===== src/pkg/isp_pkg.sv =====
// Shared constants, types and helpers for the instruction scratchpad port.
package isp_pkg;
    // Register byte offsets.
    localparam logic [7:0] OFF_CMD = 8'h00;
    localparam logic [7:0] OFF_ADDR = 8'h04;
    localparam logic [7:0] OFF_CMP = 8'h08;
    localparam logic [7:0] OFF_WDATA = 8'h0C;
    localparam logic [7:0] OFF_TAG_LOW_REGISTER = 8'h10;
    localparam logic [7:0] OFF_RDATA = 8'h14;
    localparam logic [7:0] OFF_STATUS = 8'h18;
    localparam logic [7:0] OFF_TAGRD = 8'h1C;
    // Field positions.
    localparam int unsigned PA_MSB = 31;
    localparam int unsigned PA_LSB = 10;
    localparam int unsigned IDX_MSB = 19;
    localparam int unsigned IDX_LSB = 2;
    localparam int unsigned LOCK_BIT = 1;
    localparam int unsigned VALID_BIT = 0;
    localparam int unsigned UNC_BIT = 0;
    localparam int unsigned ST_BUSY_BIT = 0;
    localparam int unsigned ST_DONE_BIT = 1;
    localparam int unsigned ST_HIT_BIT = 2;
    localparam int unsigned ST_ATT_BIT = 3;
    // Reset word and response codes.
    localparam logic [31:0] RST_WORD = 32'h0000_0000;
    localparam logic [1:0] RESP_OKAY = 2'h0;
    localparam logic [1:0] RESP_SLVERR = 2'h2;

    // Command codes: 0 data write, 1 tag write, 2 fetch, 3 tag load.
    typedef enum logic [1:0] {
        OP_DWRITE,
        OP_TWRITE,
        OP_FETCH,
        OP_TLOAD
    } isp_op_t;

    // Bus word with eight leading zeros, a physical tag and two low bits.
    function automatic logic [31:0] isp_word(input logic [21:0] pa,
                                             input logic b1,
                                             input logic b0);
        isp_word = {8'h00, pa, b1, b0};
    endfunction

    // Byte-lane merge for partial register writes.
    function automatic logic [31:0] isp_merge(input logic [31:0] old,
                                              input logic [31:0] nw,
                                              input logic [3:0] strb);
        logic [31:0] res;
        res = old;
        for (int i = 0; i < 4; i++) begin
            if (strb[i]) begin
                res[i*8 +: 8] = nw[i*8 +: 8];
            end
        end
        isp_merge = res;
    endfunction
endpackage


===== src/pkg/isp_reg_if.sv =====
// Link between the register slave and the scratchpad port engine.
`timescale 1ns/1ns
interface isp_reg_if;
    logic cmd_go;
    logic [1:0] cmd_op;
    logic [17:0] vidx;
    logic [21:0] cmp_pa;
    logic cmp_unc;
    logic [31:0] wdata;
    logic tag_wr;
    logic [31:0] tag_wdata;
    logic busy;
    logic done;
    logic hit;
    logic attached;
    logic [31:0] rdata;
    logic [31:0] tag_low;
    logic [23:0] tag_rd;

    modport regs (
        output cmd_go, cmd_op, vidx, cmp_pa, cmp_unc, wdata, tag_wr,
        output tag_wdata,
        input busy, done, hit, attached, rdata, tag_low, tag_rd
    );
    modport core (
        input cmd_go, cmd_op, vidx, cmp_pa, cmp_unc, wdata, tag_wr,
        input tag_wdata,
        output busy, done, hit, attached, rdata, tag_low, tag_rd
    );
endinterface


===== src/logic/isp_axil_regs.sv =====
// AXI4-Lite register slave for the instruction scratchpad port.
`timescale 1ns/1ns
module isp_axil_regs
    import isp_pkg::*;
(
    // Clock and reset.
    input wire logic aclk,
    input wire logic aresetn,
    // Write address and data.
    input wire logic [7:0] awaddr,
    input wire logic awvalid,
    output logic awready,
    input wire logic [31:0] wdata,
    input wire logic [3:0] wstrb,
    input wire logic wvalid,
    output logic wready,
    // Write response.
    output logic [1:0] bresp,
    output logic bvalid,
    input wire logic bready,
    // Read address and data.
    input wire logic [7:0] araddr,
    input wire logic arvalid,
    output logic arready,
    output logic [31:0] rdata,
    output logic [1:0] rresp,
    output logic rvalid,
    input wire logic rready,
    // Engine side.
    isp_reg_if.regs rif
);
    logic aw_held_r, w_held_r, do_wr;
    logic [7:0] aw_addr_r;
    logic [31:0] w_data_r, addr_r, cmp_r, wdat_r;
    logic [3:0] w_strb_r;
    logic [1:0] op_r;

    assign awready = !aw_held_r && !bvalid;
    assign wready = !w_held_r && !bvalid;
    assign arready = !rvalid;
    assign do_wr = aw_held_r && w_held_r && !bvalid;

    // Address and data are latched in either order; the write acts once
    // both are present, so the response always follows both.
    always_ff @(posedge aclk) begin
        if (!aresetn) begin
            aw_held_r <= 1'b0;
            w_held_r <= 1'b0;
            aw_addr_r <= 8'h00;
            w_data_r <= RST_WORD;
            w_strb_r <= 4'h0;
        end else begin
            if (awvalid && awready) begin
                aw_held_r <= 1'b1;
                aw_addr_r <= awaddr;
            end else if (do_wr) begin
                aw_held_r <= 1'b0;
            end
            if (wvalid && wready) begin
                w_held_r <= 1'b1;
                w_data_r <= wdata;
                w_strb_r <= wstrb;
            end else if (do_wr) begin
                w_held_r <= 1'b0;
            end
        end
    end

    always_ff @(posedge aclk) begin
        if (!aresetn) begin
            bvalid <= 1'b0;
            bresp <= RESP_OKAY;
        end else if (do_wr) begin
            bvalid <= 1'b1;
            case ({aw_addr_r[7:2], 2'b00})
                OFF_CMD, OFF_ADDR, OFF_CMP, OFF_WDATA, OFF_TAG_LOW_REGISTER,
                OFF_RDATA, OFF_STATUS, OFF_TAGRD: bresp <= RESP_OKAY;
                default: bresp <= RESP_SLVERR;
            endcase
        end else if (bready) begin
            bvalid <= 1'b0;
        end
    end

    // A command written while the engine is busy is dropped; software
    // polls the busy bit before issuing the next one.
    always_ff @(posedge aclk) begin
        if (!aresetn) begin
            addr_r <= RST_WORD;
            cmp_r <= RST_WORD;
            wdat_r <= RST_WORD;
            op_r <= 2'h0;
            rif.cmd_go <= 1'b0;
            rif.tag_wr <= 1'b0;
            rif.tag_wdata <= RST_WORD;
        end else begin
            rif.cmd_go <= do_wr && ({aw_addr_r[7:2], 2'b00} == OFF_CMD)
                && w_strb_r[0] && !rif.busy;
            rif.tag_wr <= do_wr && ({aw_addr_r[7:2], 2'b00} == OFF_TAG_LOW_REGISTER);
            rif.tag_wdata <= isp_merge(rif.tag_low, w_data_r, w_strb_r);
            if (do_wr) begin
                case ({aw_addr_r[7:2], 2'b00})
                    OFF_CMD: if (w_strb_r[0] && !rif.busy) begin
                        op_r <= w_data_r[1:0];
                    end
                    OFF_ADDR: addr_r <= isp_merge(addr_r, w_data_r, w_strb_r);
                    OFF_CMP: cmp_r <= isp_merge(cmp_r, w_data_r, w_strb_r);
                    OFF_WDATA: wdat_r <= isp_merge(wdat_r, w_data_r, w_strb_r);
                    default: ;
                endcase
            end
        end
    end

    assign rif.cmd_op = op_r;
    assign rif.vidx = addr_r[IDX_MSB:IDX_LSB];
    assign rif.cmp_pa = cmp_r[PA_MSB:PA_LSB];
    assign rif.cmp_unc = cmp_r[UNC_BIT];
    assign rif.wdata = wdat_r;

    always_ff @(posedge aclk) begin
        if (!aresetn) begin
            rvalid <= 1'b0;
            rdata <= RST_WORD;
            rresp <= RESP_OKAY;
        end else if (arvalid && arready) begin
            rvalid <= 1'b1;
            rresp <= RESP_OKAY;
            case ({araddr[7:2], 2'b00})
                OFF_CMD: rdata <= {30'h0000_0000, op_r};
                OFF_ADDR: rdata <= addr_r;
                OFF_CMP: rdata <= cmp_r;
                OFF_WDATA: rdata <= wdat_r;
                OFF_TAG_LOW_REGISTER: rdata <= rif.tag_low;
                OFF_RDATA: rdata <= rif.rdata;
                OFF_STATUS: rdata <= {28'h000_0000, rif.attached, rif.hit,
                                      rif.done, rif.busy};
                OFF_TAGRD: rdata <= {8'h00, rif.tag_rd};
                default: begin
                    rdata <= RST_WORD;
                    rresp <= RESP_SLVERR;
                end
            endcase
        end else if (rready) begin
            rvalid <= 1'b0;
        end
    end
endmodule


===== src/logic/isp_port.sv =====
// Instruction scratchpad port engine with its AXI4-Lite register slave.
//
// Contract
// - A data write puts the 32-bit store word on the write/compare bus.
// - A tag write drives zeros, PA[31:10], lock, valid from the tag-low reg.
// - A compare drives zeros, PA[31:10], the uncacheable flag and a zero bit.
// - The uncacheable flag is high for uncacheable space, low for cacheable.
// - The data write strobe marks the bus word for the data array.
// - The array returns PA, lock, valid; a tag load copies them to tag-low.
// - An 18-bit word index, address bits 19 to 2, goes with every access.
// - A read strobe reads tag and data; hit and stall answer that strobe.
// - With software tags, a tag write strobe marks when to store the tag.
//
// Chosen here: the AXI4-Lite slave port and the address map.
`timescale 1ns/1ns
module isp_port
    import isp_pkg::*;
#(
    parameter bit TAG_WRITABLE = 1'b1
) (
    // Clock and reset.
    input wire logic aclk,
    input wire logic aresetn,
    // AXI4-Lite write channels.
    input wire logic [7:0] s_awaddr,
    input wire logic [2:0] s_awprot,
    input wire logic s_awvalid,
    output logic s_awready,
    input wire logic [31:0] s_wdata,
    input wire logic [3:0] s_wstrb,
    input wire logic s_wvalid,
    output logic s_wready,
    output logic [1:0] s_bresp,
    output logic s_bvalid,
    input wire logic s_bready,
    // AXI4-Lite read channels.
    input wire logic [7:0] s_araddr,
    input wire logic [2:0] s_arprot,
    input wire logic s_arvalid,
    output logic s_arready,
    output logic [31:0] s_rdata,
    output logic [1:0] s_rresp,
    output logic s_rvalid,
    input wire logic s_rready,
    // Scratchpad array side.
    output logic [17:0] scratch_word_index,
    output logic [31:0] write_compare_bus,
    output logic data_write_strobe,
    output logic tag_write_strobe,
    output logic scratch_read_strobe,
    input wire logic [31:0] data_read_word,
    input wire logic [23:0] tag_read_word,
    input wire logic scratch_hit,
    input wire logic scratch_stall,
    input wire logic scratch_attached
);
    typedef enum logic [1:0] {ST_IDLE, ST_ISSUE, ST_WAIT} isp_state_t;

    isp_reg_if rif ();
    isp_state_t st_r;
    logic [1:0] op_r;
    logic att_meta_r, att_r;
    logic [31:0] tag_low_r, rdata_r;
    logic [23:0] tag_rd_r;
    logic hit_r, done_r, start, is_read, finish;

    isp_axil_regs u_regs (
        .aclk(aclk),
        .aresetn(aresetn),
        .awaddr(s_awaddr),
        .awvalid(s_awvalid),
        .awready(s_awready),
        .wdata(s_wdata),
        .wstrb(s_wstrb),
        .wvalid(s_wvalid),
        .wready(s_wready),
        .bresp(s_bresp),
        .bvalid(s_bvalid),
        .bready(s_bready),
        .araddr(s_araddr),
        .arvalid(s_arvalid),
        .arready(s_arready),
        .rdata(s_rdata),
        .rresp(s_rresp),
        .rvalid(s_rvalid),
        .rready(s_rready),
        .rif(rif.regs)
    );

    // The attached level is a static strap but still comes from a pin.
    always_ff @(posedge aclk) begin
        if (!aresetn) begin
            att_meta_r <= 1'b0;
            att_r <= 1'b0;
        end else begin
            att_meta_r <= scratch_attached;
            att_r <= att_meta_r;
        end
    end

    assign start = (st_r == ST_IDLE) && rif.cmd_go;
    assign is_read = (op_r == OP_FETCH) || (op_r == OP_TLOAD);
    // Stall is only trusted from the cycle after the strobe.
    // wait on stall
    assign finish = (st_r == ST_WAIT) && !scratch_stall;

    // With no array attached a command completes at once with no strobe,
    // so software never hangs on a port that nothing answers.
    always_ff @(posedge aclk) begin
        if (!aresetn) begin
            st_r <= ST_IDLE;
            op_r <= 2'h0;
        end else begin
            case (st_r)
                ST_IDLE: if (start) begin
                    op_r <= rif.cmd_op;
                    st_r <= att_r ? ST_ISSUE : ST_IDLE;
                end
                ST_ISSUE: st_r <= is_read ? ST_WAIT : ST_IDLE;
                ST_WAIT: if (finish) begin
                    st_r <= ST_IDLE;
                end
                default: st_r <= ST_IDLE;
            endcase
        end
    end

    // Strobes are one-cycle pulses; bus and index stay until the next job.
    always_ff @(posedge aclk) begin
        if (!aresetn) begin
            scratch_word_index <= 18'h0_0000;
            write_compare_bus <= RST_WORD;
            data_write_strobe <= 1'b0;
            tag_write_strobe <= 1'b0;
            scratch_read_strobe <= 1'b0;
        end else begin
            data_write_strobe <= 1'b0;
            tag_write_strobe <= 1'b0;
            scratch_read_strobe <= 1'b0;
            if (start && att_r) begin
                scratch_word_index <= rif.vidx;
                case (rif.cmd_op)
                    OP_DWRITE: begin
                        write_compare_bus <= rif.wdata;
                        data_write_strobe <= 1'b1;
                    end
                    OP_TWRITE: begin
                        write_compare_bus <= isp_word(
                            tag_low_r[PA_MSB:PA_LSB], tag_low_r[LOCK_BIT],
                            tag_low_r[VALID_BIT]);
                        tag_write_strobe <= TAG_WRITABLE;
                    end
                    default: begin
                        write_compare_bus <= isp_word(rif.cmp_pa,
                                                      rif.cmp_unc, 1'b0);
                        scratch_read_strobe <= 1'b1;
                    end
                endcase
            end
        end
    end

    // Results are captured only in the finishing cycle; a command started while detached clears hit.
    always_ff @(posedge aclk) begin
        if (!aresetn) begin
            rdata_r <= RST_WORD;
            tag_rd_r <= 24'h00_0000;
            hit_r <= 1'b0;
        end else if (start && !att_r) begin
            hit_r <= 1'b0;
        end else if (finish) begin
            rdata_r <= data_read_word;
            tag_rd_r <= tag_read_word;
            hit_r <= scratch_hit;
        end
    end

    // A tag load from the array beats a software write in the same cycle.
    always_ff @(posedge aclk) begin
        if (!aresetn) begin
            tag_low_r <= RST_WORD;
        end else if (finish && (op_r == OP_TLOAD)) begin
            tag_low_r <= {tag_read_word[23:2], 8'h00,
                          tag_read_word[1], tag_read_word[0]};
        end else if (rif.tag_wr) begin
            tag_low_r <= rif.tag_wdata;
        end
    end

    always_ff @(posedge aclk) begin
        if (!aresetn) begin
            done_r <= 1'b0;
        end else if (finish || (st_r == ST_ISSUE && !is_read)
                     || (start && !att_r)) begin
            done_r <= 1'b1;
        end else if (start) begin
            done_r <= 1'b0;
        end
    end

    assign rif.busy = (st_r != ST_IDLE);
    assign rif.done = done_r;
    assign rif.hit = hit_r;
    assign rif.attached = att_r;
    assign rif.rdata = rdata_r;
    assign rif.tag_low = tag_low_r;
    assign rif.tag_rd = tag_rd_r;
endmodule


===== config.mk =====
export PLATFORM = sky130hd
export DESIGN_NAME = isp_port
export DESIGN_NICKNAME = d
export VERILOG_FILES = /design/src/pkg/isp_pkg.sv /design/src/pkg/isp_reg_if.sv /design/src/logic/isp_axil_regs.sv /design/src/logic/isp_port.sv
export SDC_FILE = /design/constraint.sdc
export NUM_CORES = 1
export LEC_CHECK = 0
export BUFFER_PORTS_ARGS = -buffer_cell sky130_fd_sc_hd__buf_4
export CORE_UTILIZATION = 55
export CTS_CLUSTER_SIZE = 8
export DETAILED_ROUTE_END_ITERATION = 8
export GPL_TIMING_DRIVEN = 0
export PLACE_DENSITY = 0.75
export SYNTH_ARGS = -nofsm -noshare
export SYNTH_HDL_FRONTEND = slang
export SYNTH_SLANG_ARGS = --single-unit
export TNS_END_PERCENT = 5

===== constraint.sdc =====
create_clock -name aclk -period 1.88 [get_ports aclk]
set_clock_uncertainty 0.2 [all_clocks]
set_input_delay 0.282 -clock aclk [delete_from_list [all_inputs] [get_ports aclk]]
set_output_delay 0.282 -clock aclk [all_outputs]
set_load 0.05 [all_outputs]

==> impl_table.tex, run 1 <==
\begin{tabular}{lr}
\hline
Metric & Value \\
\hline
\multicolumn{2}{l}{\textbf{Status}} \\
\quad Run status & finished with violations \\
\quad Violations in the final reports & negative setup slack \\
\multicolumn{2}{l}{\textbf{Global routing}} \\
\quad Antenna violations before repair & 0 \\
\quad Vias in the first global route & 13300 \\
\quad First-pass GRT wire length & 79.3 mm \\
\quad Pin count of the biggest net entering global routing & 13 \\
\quad Global route total overflow & 0 \\
\quad Gr usage total & 36.7\% \\
\multicolumn{2}{l}{\textbf{Drt}} \\
\quad Number of DRC violations after detailed routing & 0 \\
\quad DRT iter0 DRCs & 1520 \\
\quad Remaining antenna violation count after routing & 0 \\
\quad Aggregate routed wire length & 54.1 mm \\
\quad Vias per cell & 5.88 \\
\quad Post-detailed-route wirelength per cell & 22.6 µm \\
\quad Detailed Routing Iterations Pass 1 & 9 \\
\quad Via count & 14100 \\
\multicolumn{2}{l}{\textbf{Synthesis}} \\
\quad Number of warnings issued by yosys & 0 \\
\quad Post-synth EDFFs & 0 \\
\quad Sequential area share after synthesis & 46.1\% \\
\quad Mapped Area & 0.0157 mm² \\
\quad Distinct cells, synth & 59 \\
\quad Cell with the most instances after synthesis & dfxtp\_1 \\
\quad Most instantiated cells after synthesis & dfxtp\_1, nand2\_1, mux2i\_1 \\
\quad Synthesized netlist cell count & 1648 \\
\quad Total of flip-flops plus latches after synthesis & 361 \\
\quad Leading post-synthesis cells by cell area & dfxtp\_1, mux2i\_1, nand2\_1 \\
\quad Prevailing post-synth register cell & dfxtp\_1 \\
\quad Mean post-synth cell area & 9.51 µm² \\
\quad Share of Yosys cell area claimed by the top area cell type & 46.1\% \\
\quad Biggest area consumer among synthesized cells & dfxtp\_1 \\
\quad Async set-reset flop share out of synthesis & 0\% \\
\multicolumn{2}{l}{\textbf{Placement}} \\
\quad Post-DP HPWL & 38.3 mm \\
\quad Minimum setup slack after placement & -672 ps \\
\quad Count of buffers from port buffering & 204 \\
\quad Placer congestion estimate & 0.967 \\
\multicolumn{2}{l}{\textbf{STA}} \\
\quad Final critical-path required period & 1910 ps \\
\quad Final critical-path share of the clock period & 101\% \\
\quad Final hold violation count & 0 \\
\quad RSZ-0062 raised after global routing & yes \\
\quad \# setup viols final & 1 \\
\quad Headroom to the max-slew limit & 46.7\% \\
\quad Hold WS & 77.4 ps \\
\quad Achievable frequency & 525 MHz \\
\quad Slew Viols, Final & 0 \\
\quad Measured slew at the worst slew-check pin & 800 ps \\
\quad Slack of the critical path & -26.5 ps \\
\multicolumn{2}{l}{\textbf{Cells and area}} \\
\quad Count of filler cells inserted in the layout & 2062 \\
\quad Syn-to-layout area delta & 30.1\% \\
\quad Final antenna diode count & 0 \\
\quad Proportion of layout cells with a drive suffix above 1 & 19.8\% \\
\quad Post-layout net count & 2137 \\
\quad Fraction of the core area covered by cells at the end of the flow & 73.0\% \\
\multicolumn{2}{l}{\textbf{Worst setup path}} \\
\quad Startpoint kind of the worst setup timing path & flop \\
\quad Nature of the critical path endpoint & flop \\
\quad Data required time of the worst path & 2110 ps \\
\quad WS Path Type & flop to flop \\
\quad Maximum fanout count along the critical path & 10 \\
\quad Data arrival time of the critical path & 2130 ps \\
\multicolumn{2}{l}{\textbf{Min path}} \\
\quad Class of the worst hold path & input port to flop \\
\multicolumn{2}{l}{\textbf{Floorplanning}} \\
\quad Core area & 0.0279 mm² \\
\quad Site Rows & 61 \\
\quad Horizontal extent of the die & 171 µm \\
\quad Starting density of the core & 56.1\% \\
\quad Die extent in y & 171 µm \\
\quad Die outline area & 0.0292 mm² \\
\quad Ports & 218 \\
\multicolumn{2}{l}{\textbf{Power and ir drop}} \\
\quad Leak Pwr & 8.60 nW \\
\quad Max VDD drop & 0.613 mV \\
\quad Pwr per Cell Area & 843 mW/mm² \\
\multicolumn{2}{l}{\textbf{CTS}} \\
\quad Number of clock buffers inserted by TritonCTS & 51 \\
\quad CTS tree & done \\
\quad CTS H-tree lvls & 2 \\
\quad Clock Root Buffer & clkbuf\_16 \\
\quad CTS clock-pin slew for the worst setup and hold paths & 50 ps \\
\quad CTS sink cnt & 361 \\
\quad Maximum clock path buffer count & 3 \\
\quad Latest clock arrival within the worst-skew pair & 550 ps \\
\multicolumn{2}{l}{\textbf{Flow run}} \\
\quad Maximum Capacitance Violations & 0 \\
\hline
\end{tabular}
-- flip-flops by register name, summed over array words and instances, names as in the netlist, 32 cells and up --
name	count
write_compare_bus	32
u_regs.rif.wdata	32
rif.tag_low	32
u_regs.rdata	32
u_regs.w_data_r	32
u_regs.addr_r	32
u_regs.rif.tag_wdata	32
u_regs.cmp_r	32
rdata_r	32
-- stage by stage --
stage / setup TNS, ps / power [mW] / cell area (µm²) / cells
2_1_floorplan: 0 / 8.53 / 15700 / 1649
3_3_place_gp: -111950 / 9.01 / 17700 / 2231
3_5_place_dp: -125810 / 9.03 / 17700 / 2231
4_1_cts: -55.3 / 17.1 / 20300 / 2392
5_1_grt: -1630 / 17.6 / 20400 / 2393
6_report: -26.5 / 17.2 / 20400 / 2393
-- path summary, 6_finish.rpt --
check	from	end	slack (ps)	depth (start not counted)
setup / recovery	u_regs.w_strb_r[1]	u_regs.rif.wdata[9]	-30	4
hold / removal	s_araddr[5]	u_regs.rdata[0]	80	4
setup reg to reg	u_regs.w_strb_r[1]	u_regs.rif.wdata[9]	-30	4
hold reg to reg	att_meta_r	att_r	240	1
-- cell families (layout without fill, tap and decap cells) --
kind of cell           after synthesis  in the layout  share of synthesized area, %
AO/OA/AOI/OAI                      317            317                          15.2
buffers and inverters              135            501                          3.86
other                                1              2                        0.0239
flip-flops                         361            361                          46.1
multiplexers                       240            240                          15.8
AND/OR/NAND/NOR                    594            594                          19.0
-- routing by layer --
layer | GRT usage, % | wire [µm] | vias up | part of all wire [%]
li1 | - | - | 6381 | -
met4 | 15.7 | 2200 | 0 | 4.1
met1 | 48.8 | 22700 | 6720 | 42
met2 | 56.4 | 23300 | 827 | 43
met5 | 0 | 0 | - | 0
met3 | 9.16 | 5890 | 148 | 11
-- critical path: stages, from the launching register on --
cell and delay (ps):
dfxtp_1 450, buf_2 420, nand4_4 330, mux2i_2 300
nor2b_1 80
-- report_power, final --
group | switching, mW | total, mW | leakage [nW] | internal (mW)
registers | 0.143 | 7.89 | 2.92 | 7.75
logic | 0.669 | 1.26 | 5.03 | 0.593
clock network | 3.14 | 8.03 | 0.658 | 4.89
-- cells in the final DEF (no fill, tap or decap), drive strengths merged, types with 13 or more instances in the layout --
cell,count
nor2,17
dlygate4sd3,104
o211a,26
nand3,20
mux2,42
buf,258
clkbuf,133
a222oi,22
and2,22
nor2b,144
dfxtp,361
o21ai,60
nand2,354
a22o,21
mux2i,197
a21oi,13
a21boi,142
-- repair_timing --
| action | 4_1_cts | 5_1_grt |
|---|---|---|
| gates cloned | 0 | 0 |
| setup endpoints to repair | 291 | 235 |
| pin swaps | 5 | 3 |
| hold buffers | 104 | 0 |
| resized for setup | 56 | 50 |
| setup buffers | 4 | 2 |
| hold endpoints to repair | 127 | 0 |
-- layout make-up --
class,count,area (µm²),area share (%)
plain buffers,127,701,3.44
clock buffers,54,1330,6.53
clock inverters,1,8.76,0.0430
inverters,5,18.8,0.0921
multi-input cells,1153,7950,39.0
flip-flops and latches,361,7230,35.5
well taps,378,473,2.32
repair buffers,314,2670,13.1
Power figures use the tool's default switching activity.
==> inputs of run 2 (changes only) <==
==> constraint.sdc (replaced) <==
create_clock -name aclk -period 1.88 [get_ports aclk]
set_clock_uncertainty 0.2 [all_clocks]
set_input_delay 0.376 -clock aclk [delete_from_list [all_inputs] [get_ports aclk]]
set_output_delay 0.376 -clock aclk [all_outputs]
set_load 0.05 [all_outputs]
==> run 2 against run 1 <==
Compared with the run above: the flow now finishes without violations; worst setup slack improved by 40 ps; via count decreased by 0.43%; design area about the same; clock power about the same; sequential cell count unchanged; wire length decreased by 0.11%; non-clock buffer count decreased by 2; count of clock-buffer cells in the layout unchanged; critical path type unchanged; highest routed layer unchanged.
==> impl_table.tex, run 2 (synthesis results as in run 1) <==
\begin{tabular}{lr}
\hline
Metric & Value \\
\hline
\multicolumn{2}{l}{\textbf{STA}} \\
\quad Headroom to the max-slew limit & 49.0\% (was 46.7\%) \\
\quad Final hold violation count & 0 (unchanged) \\
\quad Measured slew at the worst slew-check pin & 766 ps (was 800 ps) \\
\quad \# setup viols final & 0 (was 1) \\
\quad Final critical-path share of the clock period & 99.3\% (was 101\%) \\
\quad Achievable frequency & 536 MHz (was 525 MHz) \\
\quad Slew Viols, Final & 0 (unchanged) \\
\quad Final critical-path required period & 1870 ps (was 1910 ps) \\
\quad RSZ-0062 raised after global routing & yes (unchanged) \\
\multicolumn{2}{l}{\textbf{Drt}} \\
\quad Detailed Routing Iterations Pass 1 & 8 (was 9) \\
\quad DRT iter0 DRCs & 1525 (was 1520) \\
\quad Number of DRC violations after detailed routing & 0 (unchanged) \\
\quad Via count & 14000 (was 14100) \\
\quad Aggregate routed wire length & 54.0 mm (was 54.1 mm) \\
\quad Vias per cell & 5.86 (was 5.88) \\
\quad Post-detailed-route wirelength per cell & 22.6 µm (about the same) \\
\quad Remaining antenna violation count after routing & 0 (unchanged) \\
\multicolumn{2}{l}{\textbf{Floorplanning}} \\
\quad Horizontal extent of the die & 171 µm (unchanged) \\
\quad Core area & 0.0279 mm² (unchanged) \\
\quad Starting density of the core & 56.1\% (unchanged) \\
\quad Die extent in y & 171 µm (unchanged) \\
\quad Ports & 218 (unchanged) \\
\quad Die outline area & 0.0292 mm² (unchanged) \\
\quad Site Rows & 61 (unchanged) \\
\multicolumn{2}{l}{\textbf{Cells and area}} \\
\quad Leading cell type in the layout, fill and taps excluded & dfxtp\_1 (unchanged) \\
\quad Highest-count cells in the layout ignoring fill and taps & dfxtp\_1, nand2\_1, buf\_4 (unchanged) \\
\quad Syn-to-layout area delta & 30.0\% (was 30.1\%) \\
\quad Post-layout net count & 2135 (was 2137) \\
\quad Count of filler cells inserted in the layout & 2062 (unchanged) \\
\quad Final antenna diode count & 0 (unchanged) \\
\quad Fraction of the core area covered by cells at the end of the flow & 72.9\% (was 73.0\%) \\
\quad Proportion of layout cells with a drive suffix above 1 & 20.3\% (was 19.8\%) \\
\multicolumn{2}{l}{\textbf{Power and ir drop}} \\
\quad Pwr per Cell Area & 843 mW/mm² (about the same) \\
\quad Overall power consumption & 17.2 mW (about the same) \\
\quad Leak Pwr & 8.61 nW (was 8.60 nW) \\
\quad Max VDD drop & 0.616 mV (was 0.613 mV) \\
\multicolumn{2}{l}{\textbf{CTS}} \\
\quad Number of clock buffers inserted by TritonCTS & 51 (unchanged) \\
\quad Latest clock arrival within the worst-skew pair & 550 ps (about the same) \\
\quad Maximum clock path buffer count & 3 (unchanged) \\
\quad CTS sink cnt & 361 (unchanged) \\
\quad CTS clock-pin slew for the worst setup and hold paths & 50 ps (about the same) \\
\quad Clock Root Buffer & clkbuf\_16 (unchanged) \\
\quad CTS tree & done (unchanged) \\
\quad CTS H-tree lvls & 2 (unchanged) \\
\multicolumn{2}{l}{\textbf{Global routing}} \\
\quad Gr usage total & 36.7\% (about the same) \\
\quad Pin count of the biggest net entering global routing & 13 (unchanged) \\
\quad Vias in the first global route & 13300 (about the same) \\
\quad Global route total overflow & 0 (unchanged) \\
\quad First-pass GRT wire length & 79.3 mm (unchanged) \\
\quad Antenna violations before repair & 0 (unchanged) \\
\multicolumn{2}{l}{\textbf{Worst setup path}} \\
\quad Worst R2R Start & u\_regs.w\_strb\_r[0] (was u\_regs.w\_strb\_r[1]) \\
\quad CP bufs+invs & 2 (was 1) \\
\quad Maximum fanout count along the critical path & 10 (unchanged) \\
\quad Slowest library cell on the worst path & dfxtp\_1 (unchanged) \\
\quad Endpoint of the worst register-to-register path & u\_regs.rif.cmd\_op[1] (was u\_regs.rif.wdata[9]) \\
\quad Cell type group with the largest total delay on the critical path & simple AND/OR/NAND/NOR gates (was flip-flops) \\
\quad Data required time of the worst path & 2110 ps (about the same) \\
\quad Data arrival time of the critical path & 2100 ps (was 2130 ps) \\
\quad Ordered cell list for the critical path & buf\_6 > and4b\_1 > clkbuf\_4 > and4\_4 > mux2i\_1 > nor2b\_1 (was buf\_2 > nand4\_4 > mux2i\_2 > nor2b\_1) \\
\quad Critical path destination & u\_regs.rif.cmd\_op[1] (was u\_regs.rif.wdata[9]) \\
\quad Worst r2r path cells & 6 (was 4) \\
\quad WS Path Type & flop to flop (unchanged) \\
\quad Number of logic stages on the critical path including buffering & 6 (was 4) \\
\quad Worst reg2reg setup slack & 10 ps (was -30 ps) \\
\quad Startpoint kind of the worst setup timing path & flop (unchanged) \\
\quad Nature of the critical path endpoint & flop (unchanged) \\
\quad Crit path launch & u\_regs.w\_strb\_r[0] (was u\_regs.w\_strb\_r[1]) \\
\quad Largest stage delay, worst path & 350 ps (was 450 ps) \\
\multicolumn{2}{l}{\textbf{Placement}} \\
\quad Placer congestion estimate & 0.967 (unchanged) \\
\quad Post-DP HPWL & 38.3 mm (unchanged) \\
\quad Count of buffers from port buffering & 204 (unchanged) \\
\multicolumn{2}{l}{\textbf{Flow run}} \\
\quad Maximum Capacitance Violations & 0 (unchanged) \\
\multicolumn{2}{l}{\textbf{Min path}} \\
\quad Origin of the worst min-delay path & scratch\_stall (was s\_araddr[5]) \\
\quad Class of the worst hold path & input port to flop (unchanged) \\
\multicolumn{2}{l}{\textbf{Status}} \\
\quad Run status & complete, no violations (was finished with violations) \\
\hline
\end{tabular}
run 2: cell count changes in the layout (fill, tap and decap cells not counted), moves of 2 or more:
cell	delta
buf_1	-2
buf_2	-2
clkbuf_1	-6
clkbuf_4	+2
clkbuf_2	+8
buf_12	-2
run 2: cell type report:
type	instances	area (µm²)	share of cell area [%]
Multi-Input combinational cell	1153	7950	39.0
Tap cell	378	473	2.32
Timing Repair Buffer	311	2620	12.8
Buffer	128	734	3.61
Clock buffer	54	1330	6.53
Clock inverter	1	8.76	0.0430
Inverter	5	18.8	0.0921
Sequential cell	361	7240	35.5
run 2: how the worst min path moves through the flow:
stage	slack, ps	to	cells after the start
2_1_floorplan	210	att_r	1
3_3_place_gp	230	att_r	1
3_5_place_dp	230	att_r	1
4_1_cts	80	st_r[1]	4
5_1_grt	80	st_r[1]	4
6_report	90	st_r[1]	4
run 2: repair_timing:
action	4_1_cts	5_1_grt
buffers inserted	2	2
gates resized for setup	60	68
endpoints found under the hold margin	126	0
setup endpoints to repair	293	200
hold buffers	103	0
pin swaps	3	5
run 2: worst reg2reg max path, cell delays in order, from the launching register on:
cell and delay (ps):
dfxtp_1 350, buf_6 200, and4b_1 240, clkbuf_4 200
and4_4 290, mux2i_1 190, nor2b_1 70
run 2: power breakdown:
part	internal, mW	leakage (nW)	total [mW]	switching (mW)
clock	4.89	0.658	8.02	3.12
sequential	7.75	2.92	7.90	0.144
combinational	0.596	5.03	1.26	0.669
run 2: through the flow:
stage	instance area (µm²)	worst slack (ps)	TNS, ps	std cells	hold slack (ps)
detailed placement	17700	-736	-154060	2231	227
global placement	17700	-690	-140290	2231	228
floorplan	15700	17.4	0	1649	212
CTS	20200	-22.3	-41.4	2390	81.4
finish	20400	13.6	0	2391	86.9
global route	20400	-37.9	-243	2391	79.1
run 2: layer usage:
metal | vias up | routed length (µm) | GRT usage (%)
li1 | 6379 | - | -
met1 | 6698 | 22500 | 49.0
met2 | 818 | 23600 | 56.3
met3 | 121 | 6030 | 8.88
met4 | 0 | 1950 | 15.8
met5 | - | 0 | 0
